## src/rtl/flash_pins_defs.vh

```
`ifndef FLASH_PINS_DEFS_VH
`define FLASH_PINS_DEFS_VH
// ==========================================================
// Bit and byte framing
`define BYTE_BITS 8
`define BIT_CNT_W 3
`define BIT_CNT_LAST 3'h7
`define BIT_CNT_LAST_DUAL 3'h3
`define BIT_CNT_ZERO 3'h0
`define BIT_CNT_FIRST 3'h1
// ==========================================================
// Line modes
`define LINE_SINGLE 2'h0
`define LINE_DUAL_OUT 2'h1
`define LINE_DUAL_IN 2'h2
// ==========================================================
// Protect size field
`define PROTECT_W 3
`define PROTECT_RESET 3'h0
// ==========================================================
// Synchroniser reset level (pins idle high)
`define SYNC_IDLE 1'h1
// Select chain resets low: a pin held low since power-up shows no fall
`define CS_SYNC_RESET 2'h0
`define CS_PREV_RESET 1'h0
`endif

```

## src/rtl/flash_fifo.v

```verilog
`timescale 1ns/100ps
// ==========================================================
// Word FIFO, flip-flop storage
module flash_fifo #(
  parameter WIDTH = 8,
  parameter DEPTH = 8,
  parameter AW = 3
) (
  input wire clk,
  input wire sys_rst,
  input wire in_valid,
  output wire in_ready,
  input wire [WIDTH-1:0] in_data,
  output wire out_valid,
  input wire out_ready,
  output reg [WIDTH-1:0] out_data
);
  reg [WIDTH-1:0] mem [0:DEPTH-1];
  reg [AW:0] wr_ptr;
  reg [AW:0] rd_ptr;
  reg [AW:0] fill;
  wire do_wr;
  wire do_rd;
  assign in_ready = (fill != DEPTH[AW:0]);
  assign out_valid = (fill != {(AW+1){1'b0}});
  assign do_wr = in_valid & in_ready;
  assign do_rd = out_valid & out_ready;
  // Pointers and fill level
  always @(posedge clk) begin
    if (sys_rst) begin
      wr_ptr <= {(AW+1){1'b0}};
      rd_ptr <= {(AW+1){1'b0}};
      fill <= {(AW+1){1'b0}};
    end else begin
      if (do_wr) begin
        wr_ptr <= (wr_ptr == DEPTH[AW:0] - 1'b1) ? {(AW+1){1'b0}}
                  : wr_ptr + 1'b1;
      end
      if (do_rd) begin
        rd_ptr <= (rd_ptr == DEPTH[AW:0] - 1'b1) ? {(AW+1){1'b0}}
                  : rd_ptr + 1'b1;
      end
      fill <= fill + {{AW{1'b0}}, do_wr} - {{AW{1'b0}}, do_rd};
    end
  end
  // Storage; no reset needed for data words
  always @(posedge clk) begin
    if (do_wr) begin
      mem[wr_ptr[AW-1:0]] <= in_data;
    end
  end
  // Combinational head word, read straight from storage
  always @* begin
    out_data = mem[rd_ptr[AW-1:0]];
  end
endmodule // flash_fifo

```

## src/rtl/serial_flash_pin_interface.v

```verilog
`timescale 1ns/100ps
// Functional notes
// - Read data changes on falling clock edges
// - Dual program: out line sampled too
// - Sample in line on rising edges
// - Dual read: in line drives second bit
// - Deselected: out line high impedance
// - Standby after deselect once busy ends
// - Select low means active power
// - Ignore commands before first select edge
// - Pause suspends without deselecting
// - Paused: outputs off, inputs ignored
// - Write protect freezes protect size bits
// - Clock idles low or high, both work
`include "flash_pins_defs.vh"
module serial_flash_pin_interface #(
  parameter FIFO_DEPTH = 8,
  parameter FIFO_AW = 3
) (
  input wire clk,
  input wire sys_rst,
  input wire sclk_pin,
  input wire chip_sel_n,
  input wire pause_n,
  input wire write_protect_n,
  input wire primary_in_line_i,
  output reg primary_in_line_o,
  output wire primary_in_line_oe_n,
  input wire primary_out_line_i,
  output reg primary_out_line_o,
  output wire primary_out_line_oe_n,
  input wire [1:0] line_mode,
  output wire rx_valid,
  input wire rx_ready,
  output wire [7:0] rx_byte,
  output reg rx_overrun,
  input wire tx_valid,
  output wire tx_ready,
  input wire [7:0] tx_byte,
  output reg tx_underrun,
  input wire busy,
  input wire protect_wr_req,
  input wire [2:0] protect_wr_data,
  output reg [2:0] protect_size,
  output wire protect_frozen,
  output reg selected,
  output reg active_power,
  output reg powered_up_seen
);
  // ========================================================
  // Input synchronisers
  reg [1:0] sclk_s;
  reg [1:0] cs_s;
  reg [1:0] hold_s;
  reg [1:0] wp_s;
  reg [1:0] din_s;
  reg [1:0] dout_s;
  reg sclk_prev;
  // Two flops per pin; first stage read only by the second
  always @(posedge clk) begin
    if (sys_rst) begin
      sclk_s <= 2'h0;
      cs_s <= `CS_SYNC_RESET; // No false fall after reset
      hold_s <= {2{`SYNC_IDLE}};
      wp_s <= {2{`SYNC_IDLE}};
      din_s <= 2'h0;
      dout_s <= 2'h0;
      sclk_prev <= 1'h0;
    end else begin
      sclk_s <= {sclk_s[0], sclk_pin};
      cs_s <= {cs_s[0], chip_sel_n};
      hold_s <= {hold_s[0], pause_n};
      wp_s <= {wp_s[0], write_protect_n};
      din_s <= {din_s[0], primary_in_line_i};
      dout_s <= {dout_s[0], primary_out_line_i};
      sclk_prev <= sclk_s[1];
    end
  end
  wire cs_n = cs_s[1];
  wire paused = ~hold_s[1] & ~cs_n;
  // Edges only count while selected and not paused
  wire live = ~cs_n & ~paused & powered_up_seen;
  wire sclk_rise = live & sclk_s[1] & ~sclk_prev;
  wire sclk_fall = live & ~sclk_s[1] & sclk_prev;
  reg cs_prev;
  // ========================================================
  // Selection and power state
  always @(posedge clk) begin
    if (sys_rst) begin
      cs_prev <= `CS_PREV_RESET;
      selected <= 1'h0;
      active_power <= 1'h0;
      powered_up_seen <= 1'h0;
    end else begin
      cs_prev <= cs_n;
      if (cs_prev & ~cs_n) begin
        powered_up_seen <= 1'h1;
      end
      selected <= ~cs_n & (powered_up_seen | cs_prev);
      active_power <= ~cs_n | busy;
    end
  end
  wire cs_rise = ~cs_prev & cs_n;
  wire cs_fall = cs_prev & ~cs_n;
  // ========================================================
  // Receive shifter
  reg [7:0] rx_shift;
  reg [2:0] rx_cnt;
  reg rx_push;
  reg [7:0] rx_word;
  wire fifo_in_ready;
  wire dual_in = (line_mode == `LINE_DUAL_IN);
  wire dual_out = (line_mode == `LINE_DUAL_OUT);
  wire [2:0] rx_last = dual_in ? `BIT_CNT_LAST_DUAL : `BIT_CNT_LAST;
  reg [7:0] next_rx_shift;
  // Shift register next value, one or two bits per edge
  always @* begin
    if (dual_in) begin
      next_rx_shift = {rx_shift[5:0], dout_s[1], din_s[1]};
    end else begin
      next_rx_shift = {rx_shift[6:0], din_s[1]};
    end
  end
  // Rising edge sampling; deselect drops partial bits
  always @(posedge clk) begin
    if (sys_rst) begin
      rx_shift <= 8'h00;
      rx_cnt <= `BIT_CNT_ZERO;
      rx_push <= 1'h0;
      rx_word <= 8'h00;
      rx_overrun <= 1'h0;
    end else begin
      rx_push <= 1'h0;
      if (cs_rise) begin
        rx_cnt <= `BIT_CNT_ZERO;
        rx_shift <= 8'h00;
      end else if (sclk_rise & ~dual_out) begin
        rx_shift <= next_rx_shift;
        if (rx_cnt == rx_last) begin
          rx_cnt <= `BIT_CNT_ZERO;
          rx_word <= next_rx_shift;
          rx_push <= 1'h1;
        end else begin
          rx_cnt <= rx_cnt + 1'b1;
        end
      end
      // Sticky overrun: a full FIFO loses the byte
      if (rx_push & ~fifo_in_ready) begin
        rx_overrun <= 1'h1;
      end
    end
  end
  flash_fifo #(
    .WIDTH(`BYTE_BITS),
    .DEPTH(FIFO_DEPTH),
    .AW(FIFO_AW)
  ) rx_fifo (
    .clk(clk),
    .sys_rst(sys_rst),
    .in_valid(rx_push),
    .in_ready(fifo_in_ready),
    .in_data(rx_word),
    .out_valid(rx_valid),
    .out_ready(rx_ready),
    .out_data(rx_byte)
  );
  // ========================================================
  // Transmit shifter
  reg [7:0] tx_shift;
  reg [2:0] tx_cnt;
  reg tx_loaded;
  wire [2:0] tx_last = dual_out ? `BIT_CNT_LAST_DUAL : `BIT_CNT_LAST;
  assign tx_ready = sclk_fall & ~tx_loaded & ~dual_in;
  // Falling edge shift-out; a byte starts on the fall before its first rise
  always @(posedge clk) begin
    if (sys_rst) begin
      tx_shift <= 8'h00;
      tx_cnt <= `BIT_CNT_ZERO;
      tx_loaded <= 1'h0;
      tx_underrun <= 1'h0;
      primary_out_line_o <= 1'h0;
      primary_in_line_o <= 1'h0;
    end else if (cs_rise) begin
      tx_cnt <= `BIT_CNT_ZERO;
      tx_loaded <= 1'h0;
    end else if (cs_fall & ~sclk_s[1]) begin
      // Clock idles low: first fall is mid-byte, so that byte is ones
      tx_shift <= 8'hFF;
      tx_cnt <= `BIT_CNT_FIRST;
      tx_loaded <= 1'h1;
    end else if (sclk_fall & ~dual_in) begin
      if (~tx_loaded) begin
        if (~tx_valid) begin
          tx_underrun <= 1'h1;
        end
        // Missing data shifts out ones, like an idle line
        if (dual_out) begin
          primary_out_line_o <= tx_valid ? tx_byte[7] : 1'h1;
          primary_in_line_o <= tx_valid ? tx_byte[6] : 1'h1;
          tx_shift <= tx_valid ? {tx_byte[5:0], 2'h3} : 8'hFF;
        end else begin
          primary_out_line_o <= tx_valid ? tx_byte[7] : 1'h1;
          tx_shift <= tx_valid ? {tx_byte[6:0], 1'h1} : 8'hFF;
        end
        tx_loaded <= (tx_last != `BIT_CNT_ZERO);
        tx_cnt <= `BIT_CNT_FIRST;
      end else begin
        if (dual_out) begin
          primary_out_line_o <= tx_shift[7];
          primary_in_line_o <= tx_shift[6];
          tx_shift <= {tx_shift[5:0], 2'h3};
        end else begin
          primary_out_line_o <= tx_shift[7];
          tx_shift <= {tx_shift[6:0], 1'h1};
        end
        if (tx_cnt == tx_last) begin
          tx_cnt <= `BIT_CNT_ZERO;
          tx_loaded <= 1'h0;
        end else begin
          tx_cnt <= tx_cnt + 1'b1;
        end
      end
    end
  end
  // Drivers off when deselected, paused, or lines are inputs
  assign primary_out_line_oe_n = cs_n | paused | dual_in |
                                 ~powered_up_seen;
  assign primary_in_line_oe_n = cs_n | paused | ~dual_out |
                                ~powered_up_seen;
  // ========================================================
  // Protect size, frozen while write protect held
  assign protect_frozen = ~wp_s[1];
  always @(posedge clk) begin
    if (sys_rst) begin
      protect_size <= `PROTECT_RESET;
    end else if (protect_wr_req & ~protect_frozen) begin
      protect_size <= protect_wr_data;
    end
  end
endmodule // serial_flash_pin_interface

```

## config.mk

```make
export PLATFORM = sky130hd
export DESIGN_NAME = serial_flash_pin_interface
export DESIGN_NICKNAME = d
export VERILOG_FILES = /design/src/rtl/flash_fifo.v /design/src/rtl/serial_flash_pin_interface.v
export VERILOG_INCLUDE_DIRS = /design/src /design/src/rtl
export SDC_FILE = /design/constraint.sdc
export NUM_CORES = 1
export LEC_CHECK = 0
export BUFFER_PORTS_ARGS = -buffer_cell sky130_fd_sc_hd__buf_2
export CAP_MARGIN = 0
export CORE_ASPECT_RATIO = 0.5
export CORE_MARGIN = 2
export CORE_UTILIZATION = 30
export DETAILED_ROUTE_END_ITERATION = 7
export GPL_ROUTABILITY_DRIVEN = 1
export SYNTH_ARGS = -nofsm -noshare
export SYNTH_HDL_FRONTEND = slang
export SYNTH_SLANG_ARGS = --single-unit
```

## constraint.sdc

```tcl
create_clock -name clk -period 5.6 [get_ports clk]
set_input_delay 0.28 -clock clk [delete_from_list [all_inputs] [get_ports clk]]
set_output_delay 0.28 -clock clk [all_outputs]
set_load 0.03 [all_outputs]
```

==> impl_metrics.env, run 1 <==
export IMPL_fin_nets=523
export IMPL_relSlewSlack=0.271
export IMPL_place_inst=703
export IMPL_antenna_found_initial=0
export IMPL_area_delta_synth_final_pct=19.9
export IMPL_peakVddDrop_v=0.000219
export IMPL_cts_tree="yes"
export IMPL_insertion_delay_ns=0.42
export IMPL_routabilityCongestion=0.781
export IMPL_cts_sinks=134
export IMPL_syn_area_per_cell_um2=12.6
export IMPL_hp_class="in -> reg"
export IMPL_ctsHoldBuffers=0
export IMPL_slowest_stage="dfxtp_1"
export IMPL_slowest_delay_ns=1.04
export IMPL_synthCells=438
export IMPL_synth_edf_count=64
export IMPL_synth_seq_area_share=0.603
export IMPL_ys_ff_latch=134
export IMPL_grt_setup_unrepaired="no"
export IMPL_max_freq_mhz=355
export IMPL_clock_skew_ns=0.0117
export IMPL_synth_area_leader_cell="edfxtp_1"
export IMPL_setup_viol=0
export IMPL_die_height_um=99.8
export IMPL_timing_setup_critical_path_class="reg -> out"
export IMPL_critPathLaunchType="register"
export IMPL_cts_buffer_depth=2
export IMPL_layout_commonest_cell="dfxtp_1"
export IMPL_route_antenna_remaining_nets=0
export IMPL_cts_resized=0
export IMPL_root_buffer="clkbuf_16"
export IMPL_grt_pass1_wl_mm=18.6
export IMPL_cpLargestDelayFamily="flip-flops"
export IMPL_drc=0
export IMPL_p_per_area_nw_per_um2=373
export IMPL_crit_path_cell_trace="mux4_2, mux2_2, buf_2"
export IMPL_drive_gt1_frac=0.267
export IMPL_vias=3526
export IMPL_whs_ns=0.0461
export IMPL_firstDrtPassIters=5
export IMPL_ys_warn_count=0
export IMPL_grt_max_degree=54
export IMPL_synth_net_count=473
export IMPL_crit_arrival_ns=2.54
export IMPL_p_leak_nw=2.13
export IMPL_post_route_util=0.374
export IMPL_run_status="complete, no violations"
export IMPL_drt_iter0_markers=256
export IMPL_post_cts_buffers=0
export IMPL_io_pins=48
export IMPL_required_ns=5.32
export IMPL_cp_max_fo=16
export IMPL_antenna_cells=0
export IMPL_numCtsBuffers=17
export IMPL_synth_top_area_share=0.349
export IMPL_fin_crit_sh=0.503
export IMPL_layout_common_cells="dfxtp_1 (70), edfxtp_1 (64), buf_2 (47)"
export IMPL_grt_ovfl_total=0
export IMPL_hold_viol=0
export IMPL_cp_num_buf_inv=1
export IMPL_critPathCaptureType="output pin"
export IMPL_drt_wl_total_mm=11.4
export IMPL_dieWidth_um=196
export IMPL_rows=34
export IMPL_ctsHtreeMaxLevel=4
export IMPL_finalMaxSlewViolations=0
export IMPL_path_clk_slew_ns=0.06
export IMPL_yosys_cell_types_count=52
export IMPL_worst_slew_pin_slew_ns=1.09
export IMPL_fin_cells=735
export IMPL_synth_area_top_cells="edfxtp_1 (35%), dfxtp_1 (25%), mux4_2 (6.5%)"
export IMPL_synthArstFlopShare=0
export IMPL_finalCriticalPeriod_ns=2.82
export IMPL_grt_pass1_vias=3396
export IMPL_io_buffer_count=47
export IMPL_viasPerCell=4.80
export IMPL_max_cap_viol_count=0
export IMPL_start_util=0.312
export IMPL_post_dp_hpwl_mm=7.57
export IMPL_avgRoutedWirePerCell_um=15.5
export IMPL_core_area_um2=17700
export IMPL_fillers=1673
export IMPL_finalSetupTns_ns=0
export IMPL_synth_ff_type="dfxtp_1"
export IMPL_syn_cell_area_um2=5510
export IMPL_grt_use_total=0.125
export IMPL_die_area_um2=19500
[cell type report]
| class | instances | area [µm²] | area share |
|---|---|---|---|
| sequential | 134 | 3320 | 0.503 |
| multi-input combinational | 263 | 2030 | 0.308 |
| clock buffer | 17 | 425 | 0.0644 |
| tap | 234 | 293 | 0.0443 |
| timing repair buffer | 53 | 280 | 0.0424 |
| clock inverter | 15 | 181 | 0.0275 |
| inverter | 19 | 71.3 | 0.0108 |
[state kept, by name (all words and copies together) (netlist names), 2 cells and up, named ones only]
| signal | count |
|---|---|
| rx_fifo.mem | 64 |
| rx_word | 8 |
| tx_shift | 8 |
| rx_shift | 7 |
| rx_fifo.fill | 4 |
| rx_fifo.rd_ptr | 4 |
| rx_fifo.wr_ptr | 4 |
| protect_size | 3 |
| rx_cnt | 3 |
| tx_cnt | 3 |
| cs_s | 2 |
| din_s | 2 |
| dout_s | 2 |
| hold_s | 2 |
| sclk_s | 2 |
| wp_s | 2 |
[metal layers]
layer,GRT usage,vias up,routed length [µm]
li1,-,1713,-
met1,0.178,1727,5850
met2,0.183,77,4970
met3,0.0346,9,498
met4,0.0423,0,108
met5,0,-,0
[through the flow]
| step | total power [W] | setup slack [ns] | area [µm²] |
|---|---|---|---|
| 2_1_floorplan | 0.00129 | 3.30 | 5510 |
| 3_3_place_gp | 0.00134 | 3.19 | 6000 |
| 3_5_place_dp | 0.00134 | 3.16 | 6000 |
| 4_1_cts | 0.00249 | 2.71 | 6610 |
| 5_1_grt | 0.00258 | 2.59 | 6610 |
| 6_report | 0.00246 | 2.78 | 6610 |
[synth_stat cells (all sizes together) (2+ instances only)]
| master | number |
|---|---|
| or2 | 4 |
| nor4 | 3 |
| o221ai | 3 |
| nand3 | 14 |
| xnor2 | 3 |
| clkbuf | 13 |
| o21ai | 4 |
| a221oi | 4 |
| mux4 | 16 |
| nor2b | 14 |
| nor3b | 2 |
| xor2 | 5 |
| ha | 9 |
| buf | 9 |
| mux2 | 15 |
| nor4b | 2 |
| nand2b | 6 |
| nand2 | 31 |
| dfxtp | 70 |
| or3b | 3 |
| mux2i | 16 |
| edfxtp | 64 |
| and3 | 2 |
| inv | 19 |
| o311a | 2 |
| a311oi | 2 |
| nor3 | 22 |
| nor2 | 33 |
| a32o | 4 |
| a21oi | 27 |
[where the power goes]
part	total, W	internal (W)	switching (W)	leakage (nW)
clock	0.00114	0.000677	0.000467	0.298
combinational	0.000226	0.000109	0.000116	0.818
sequential	0.00109	0.00104	0.0000486	1.01
total	0.00246	0.00183	0.000632	2.13
[worst register-to-register path, stage by stage (launching register included)]
cell	delay, ns
dfxtp_1	0.32
inv_1	0.07
ha_1	0.20
or3b_2	0.20
nand2_1	0.17
inv_1	0.18
nand2_1	0.11
nor3_1	0.82
[worst paths after layout]
check                                                start                     endpoint  slack (ns)  cells past startpoint
worst min-delay path                       write_protect_n           wp_s[0]$_SDFF_PP1_        0.05                      2
worst max register to register  rx_fifo.fill[2]$_SDFF_PP0_  rx_fifo.mem[1][7]$_DFFE_PP_        3.16                      7
worst max-delay path                              register                   rx_byte[0]        2.78                      3
worst min register to register          wp_s[0]$_SDFF_PP1_           wp_s[1]$_SDFF_PP1_        0.41                      1
[cell families after synthesis]
| logic type | count (synthesis) | share of synthesized area |
|---|---|---|
| buffers and inverters | 41 | 0.0304 |
| and+or+nand+nor | 139 | 0.132 |
| adders and majority gates | 10 | 0.0241 |
| DFF | 134 | 0.603 |
| muxes | 47 | 0.125 |
| xor gates and xnor gates | 8 | 0.0127 |
| AOI/OAI and AO/OA | 59 | 0.0722 |
Note: power is estimated with default switching activity, not from simulation.
==> run 2, diff against run 1 <==
==> constraint.sdc (replaced) <==
create_clock -name clk -period 2.86 [get_ports clk]
set_input_delay 0.143 -clock clk [delete_from_list [all_inputs] [get_ports clk]]
set_output_delay 0.143 -clock clk [all_outputs]
set_load 0.03 [all_outputs]
==> run 2 against run 1 <==
Effect of this change: combinational power up 120%; non-clock buffer count rose by 16; core utilization up 0.51 points; largest power group is now sequential cells; highest routed layer unchanged; critical endpoint unchanged; clock power grew 82%; routed wire length down 0.79%; critical path depth did not move; first-iteration DRC count fell by 11%; via count grew 1.6%; sequential share of layout area fell by 0.68 points.
==> impl_metrics.env, run 2 (synthesized netlist as in run 1, its figures left out) <==
export IMPL_rr_worst_depth=9
export IMPL_io_buffer_count=47
export IMPL_rows=34
export IMPL_crit_arrival_ns=2.19
export IMPL_fin_crit_sh=0.815
export IMPL_grt_pass1_wl_mm=19.0
export IMPL_grt_pass1_vias=3686
export IMPL_insertion_delay_ns=0.42
export IMPL_firstDrtPassIters=4
export IMPL_regArea_um2=3320
export IMPL_required_ns=2.72
export IMPL_cts_buffer_depth=2
export IMPL_multi_input_area_um2=2020
export IMPL_p_per_area_nw_per_um2=698
export IMPL_slowest_stage="dfxtp_1"
export IMPL_layout_commonest_cell="dfxtp_1"
export IMPL_clock_power_share=0.445
export IMPL_drt_iter0_markers=229
export IMPL_avgRoutedWirePerCell_um=15.1
export IMPL_clock_skew_ns=0.0100
export IMPL_seq_power_share=0.450
export IMPL_antenna_cells=0
export IMPL_max_freq_mhz=429
export IMPL_routabilityCongestion=0.774
export IMPL_cts_tree="yes"
export IMPL_start_util=0.312
export IMPL_peakVddDrop_v=0.000332
export IMPL_finalMaxSlewViolations=0
export IMPL_drt_wl_total_mm=11.3
export IMPL_slowest_delay_ns=0.86
export IMPL_die_area_um2=19500
export IMPL_critPathCaptureType="output pin"
export IMPL_dieWidth_um=196
export IMPL_grt_setup_unrepaired="no"
export IMPL_r2r_setup_slack_ns=0.67
export IMPL_setup_viol=0
export IMPL_critPathLaunchType="register"
export IMPL_max_cap_viol_count=0
export IMPL_reg2reg_to="rx_fifo.fill[1]$_SDFF_PP0_"
export IMPL_fin_nets=539
export IMPL_hp_class="in -> reg"
export IMPL_switching_share=0.253
export IMPL_cp_max_fo=16
export IMPL_worst_slew_pin_slew_ns=0.835
export IMPL_layout_common_cells="dfxtp_1 (70), edfxtp_1 (64), buf_2 (47)"
export IMPL_placed_area_um2=6030
export IMPL_comb_power_share=0.106
export IMPL_viasPerCell=4.77
export IMPL_area_delta_synth_final_pct=21.6
export IMPL_ctsHtreeMaxLevel=4
export IMPL_route_antenna_remaining_nets=0
export IMPL_grt_use_total=0.127
export IMPL_path_clk_slew_ns=0.06
export IMPL_intPower_w=0.00349
export IMPL_antenna_found_initial=0
export IMPL_vias=3584
export IMPL_grt_max_degree=53
export IMPL_timing_setup_critical_path_class="reg -> out"
export IMPL_root_buffer="clkbuf_16"
export IMPL_io_pins=48
export IMPL_endpoint="rx_byte[0]"
export IMPL_numCtsBuffers=17
export IMPL_drc=0
export IMPL_core_area_um2=17700
export IMPL_finalCriticalPeriod_ns=2.33
export IMPL_largest_register_ffs=64
export IMPL_drive_gt1_frac=0.263
export IMPL_dp_slack_ns=0.670
export IMPL_fillers=1697
export IMPL_die_height_um=99.8
export IMPL_post_dp_hpwl_mm=7.66
export IMPL_rr_startpoint="rx_fifo.fill[2]$_SDFF_PP0_"
export IMPL_post_cts_buffers=0
export IMPL_grt_ovfl_total=0
export IMPL_cts_sinks=134
export IMPL_crit_path_cell_trace="mux4_2, mux2_2, buf_2"
export IMPL_relSlewSlack=0.442
export IMPL_p_leak_nw=2.19
export IMPL_finalSetupTns_ns=0
export IMPL_fin_area_um2=6700
export IMPL_fin_ws_ns=0.529
export IMPL_hold_viol=0
export IMPL_power_switching_w=0.00118
export IMPL_run_status="complete, no violations"
-- run 2: changes by cell type in the layout (fill, tap and decap cells not counted), sizes merged --
| cell | delta |
|---|---|
| buf | +6 |
| inv | -1 |
| clkbuf | +1 |
| bufinv | -1 |
| clkinv | +1 |
| dlygate4sd3 | +10 |
-- run 2: worst min-delay path by stage --
stage	startpoint	endpoint	slack, ns	cells past startpoint
after floorplan	pause_n	hold_s[0]$_SDFF_PP1_	0.25	1
after global placement	write_protect_n	wp_s[0]$_SDFF_PP1_	0.33	2
after detailed placement	write_protect_n	wp_s[0]$_SDFF_PP1_	0.33	2
after CTS	protect_wr_req	protect_size[0]$_SDFFE_PP0P_	0.008	3
after global routing	protect_wr_req	protect_size[1]$_SDFFE_PP0P_	0.01	3
final	protect_wr_req	protect_size[1]$_SDFFE_PP0P_	0.03	3
-- run 2: routing by layer --
layer  global-route usage  share of wire  vias to the layer above
met5                    0              0                        -
met2                0.205           0.47                       69
met4               0.0470          0.014                        0
li1                     -              -                     1753
met1                0.165           0.48                     1747
met3               0.0346          0.036                       15
-- run 2: worst max-delay path, delay by kind of cell (launching register included) --
| family | cells | cell delay (ns) |
|---|---|---|
| buffers and inverters | 1 | 0.18 |
| muxes | 2 | 0.72 |
| DFF | 1 | 0.86 |
-- run 2: area by class of cell --
| class | instances | share of cell area |
|---|---|---|
| clock inverters | 14 | 0.0206 |
| repair buffers | 69 | 0.0635 |
| well taps | 234 | 0.0437 |
| flip-flops and latches | 134 | 0.496 |
| inverters | 19 | 0.0107 |
| multi-input cells | 263 | 0.301 |
| clock buffers | 18 | 0.0641 |
-- run 2: what timing repair did --
action                                 CTS  global route
endpoints found under the hold margin   10             0
hold buffers                            10             0
gates resized for setup                  0             0
-- run 2: stage by stage --
stage          hold slack (ns)   util  total power (W)  instances
2_1_floorplan            0.247      -          0.00252        438
3_3_place_gp             0.330  0.342          0.00262        709
3_5_place_dp             0.330  0.342          0.00263        709
4_1_cts                0.00803  0.379          0.00473        751
5_1_grt                 0.0129  0.379          0.00489        751
6_report                0.0265  0.379          0.00468        751
-- run 2: power groups by stage --
| stage | Clock (W) | Combinational (W) | Sequential [W] |
|---|---|---|---|
| global placement | 0 | 0.000479 | 0.00214 |
| CTS | 0.00213 | 0.000504 | 0.00210 |
| floorplan | 0 | 0.000395 | 0.00212 |
| finish | 0.00208 | 0.000495 | 0.00210 |
| global route | 0.00222 | 0.000560 | 0.00211 |
| detailed placement | 0 | 0.000489 | 0.00214 |
==> run 3, diff against run 2 <==
==> constraint.sdc (replaced) <==
create_clock -name clk -period 2.3 [get_ports clk]
set_input_delay 0.115 -clock clk [delete_from_list [all_inputs] [get_ports clk]]
set_output_delay 0.115 -clock clk [all_outputs]
set_load 0.03 [all_outputs]
==> run 3 against run 2 <==
Effect of this change: critical endpoint is now rx_byte[4]; sequential power rose by 23%; first-iteration DRC count down 1.3%; non-clock buffer count is 6 higher; critical path type unchanged; largest power group is now the clock network; clock skew is 0.0021 ns higher; global-route usage is 0.27 points lower; final area rose by 1.6%; flip-flop and latch count did not move; die area is the same; highest routed layer unchanged; sequential share of layout area is 0.78 points lower; register-to-register slack got worse by 0.51 ns; routed wire length grew 2.7%; via count rose by 1.2%.
==> impl_metrics.env, run 3 (synthesized netlist as in run 1, its figures left out) <==
export IMPL_run_status="complete, no violations"
export IMPL_cts_buffer_depth=2
export IMPL_p_per_area_nw_per_um2=891
export IMPL_timing_setup_critical_path_class="reg -> out"
export IMPL_comb_power_share=0.109
export IMPL_vias=3626
export IMPL_post_dp_hpwl_mm=7.76
export IMPL_layout_common_cells="dfxtp_1 (70), edfxtp_1 (64), buf_2 (47)"
export IMPL_setup_viol=0
export IMPL_required_ns=2.18
export IMPL_grt_use_total=0.124
export IMPL_grt_ovfl_total=0
export IMPL_place_inst=713
export IMPL_area_delta_synth_final_pct=23.5
export IMPL_rows=34
export IMPL_power_switching_w=0.00155
export IMPL_finalSetupTns_ns=0
export IMPL_firstDrtPassIters=4
export IMPL_largest_register_ffs=64
export IMPL_layout_commonest_cell="dfxtp_1"
export IMPL_drt_iter0_markers=226
export IMPL_numCtsBuffers=17
export IMPL_fin_cells=757
export IMPL_io_pins=48
export IMPL_cts_sinks=134
export IMPL_fin_nets=545
export IMPL_cts_tree="yes"
export IMPL_crit_arrival_ns=2.05
export IMPL_p_leak_nw=2.24
export IMPL_drt_wl_total_mm=11.6
export IMPL_die_height_um=99.8
export IMPL_drc=0
export IMPL_regArea_um2=3320
export IMPL_relSlewSlack=0.416
export IMPL_core_area_um2=17700
export IMPL_fin_crit_sh=0.943
export IMPL_clock_skew_ns=0.0121
export IMPL_post_route_util=0.385
export IMPL_insertion_delay_ns=0.41
export IMPL_route_antenna_remaining_nets=0
export IMPL_grt_pass1_vias=3681
export IMPL_viasPerCell=4.79
export IMPL_start_util=0.312
export IMPL_avgRoutedWirePerCell_um=15.4
export IMPL_worst_slew_pin_slew_ns=0.873
export IMPL_hp_class="in -> reg"
export IMPL_multi_input_area_um2=2020
export IMPL_antenna_found_initial=0
export IMPL_critPathCaptureType="output pin"
export IMPL_intPower_w=0.00451
export IMPL_finalCriticalPeriod_ns=2.17
export IMPL_seq_power_share=0.428
export IMPL_root_buffer="clkbuf_16"
export IMPL_dieWidth_um=196
export IMPL_clock_power_share=0.463
export IMPL_grt_max_degree=28
export IMPL_whs_ns=0.0215
export IMPL_drive_gt1_frac=0.270
export IMPL_rr_startpoint="rx_fifo.fill[2]$_SDFF_PP0_"
export IMPL_critPathLaunchType="register"
export IMPL_grt_setup_unrepaired="no"
export IMPL_routabilityCongestion=0.799
export IMPL_holdCritStartpoint="protect_wr_req"
export IMPL_max_freq_mhz=461
export IMPL_peakVddDrop_v=0.000476
export IMPL_ctsHtreeMaxLevel=4
export IMPL_max_cap_viol_count=0
export IMPL_fin_ws_ns=0.131
export IMPL_finalMaxSlewViolations=0
export IMPL_cp_max_fo=16
export IMPL_hold_viol=0
export IMPL_io_buffer_count=47
export IMPL_path_clk_slew_ns=0.06
export IMPL_die_area_um2=19500
export IMPL_grt_pass1_wl_mm=18.8
export IMPL_dp_slack_ns=0.0941
export IMPL_fillers=1659
export IMPL_switching_share=0.256
export IMPL_antenna_cells=0
==> run 3: repair_timing <==
| action | CTS | global route |
|---|---|---|
| gates resized for setup | 0 | 1 |
| hold endpoints to repair | 10 | 0 |
| setup endpoints to repair | 0 | 3 |
| buffers inserted | 0 | 0 |
| hold buffers | 12 | 0 |
==> run 3: critical path, cell delays in order, from the launching register on <==
cell     delay (ns)
dfxtp_1        0.31
buf_4          0.31
mux4_2         0.57
mux2_2         0.28
buf_2          0.18
==> run 3: power by group through the flow <==
stage | combinational [W] | sequential (W) | clock, W
after floorplan | 0.000491 | 0.00264 | 0
after global placement | 0.000625 | 0.00264 | 0
after detailed placement | 0.000643 | 0.00264 | 0
after CTS | 0.000662 | 0.00259 | 0.00286
after global routing | 0.000740 | 0.00260 | 0.00299
final | 0.000658 | 0.00259 | 0.00281
==> run 3: per-layer routing <==
metal	vias to the layer above	share of wire	GRT usage
li1	1755	-	-
met4	0	0.011	0.0417
met1	1806	0.49	0.158
met3	9	0.028	0.0313
met5	-	0	0
met2	56	0.47	0.209
==> run 3: layout make-up <==
class / instances / share of cell area
clock buffers: 17 / 0.0625
clock inverters: 15 / 0.0287
inverters: 19 / 0.0105
multi-input cells: 263 / 0.297
flip-flops and latches: 134 / 0.489
well taps: 234 / 0.0430
repair buffers: 75 / 0.0699
==> run 3: path summary, 6_finish.rpt <==
| kind | depth (start not counted) | slack (ns) | to |
|---|---|---|---|
| max reg2reg | 7 | 0.16 | rx_fifo.mem[5][7]$_DFFE_PP_ |
| min reg2reg | 1 | 0.41 | wp_s[1]$_SDFF_PP1_ |
| max | 4 | 0.13 | rx_byte[4] |
| min | 3 | 0.02 | protect_size[0]$_SDFFE_PP0P_ |
==> run 3: stage by stage <==
stage / power [W] / instance area [µm²]
after floorplan: 0.00313 / 5510
after global placement: 0.00327 / 6060
after detailed placement: 0.00329 / 6060
after CTS: 0.00611 / 6800
after global routing: 0.00633 / 6800
final: 0.00606 / 6800
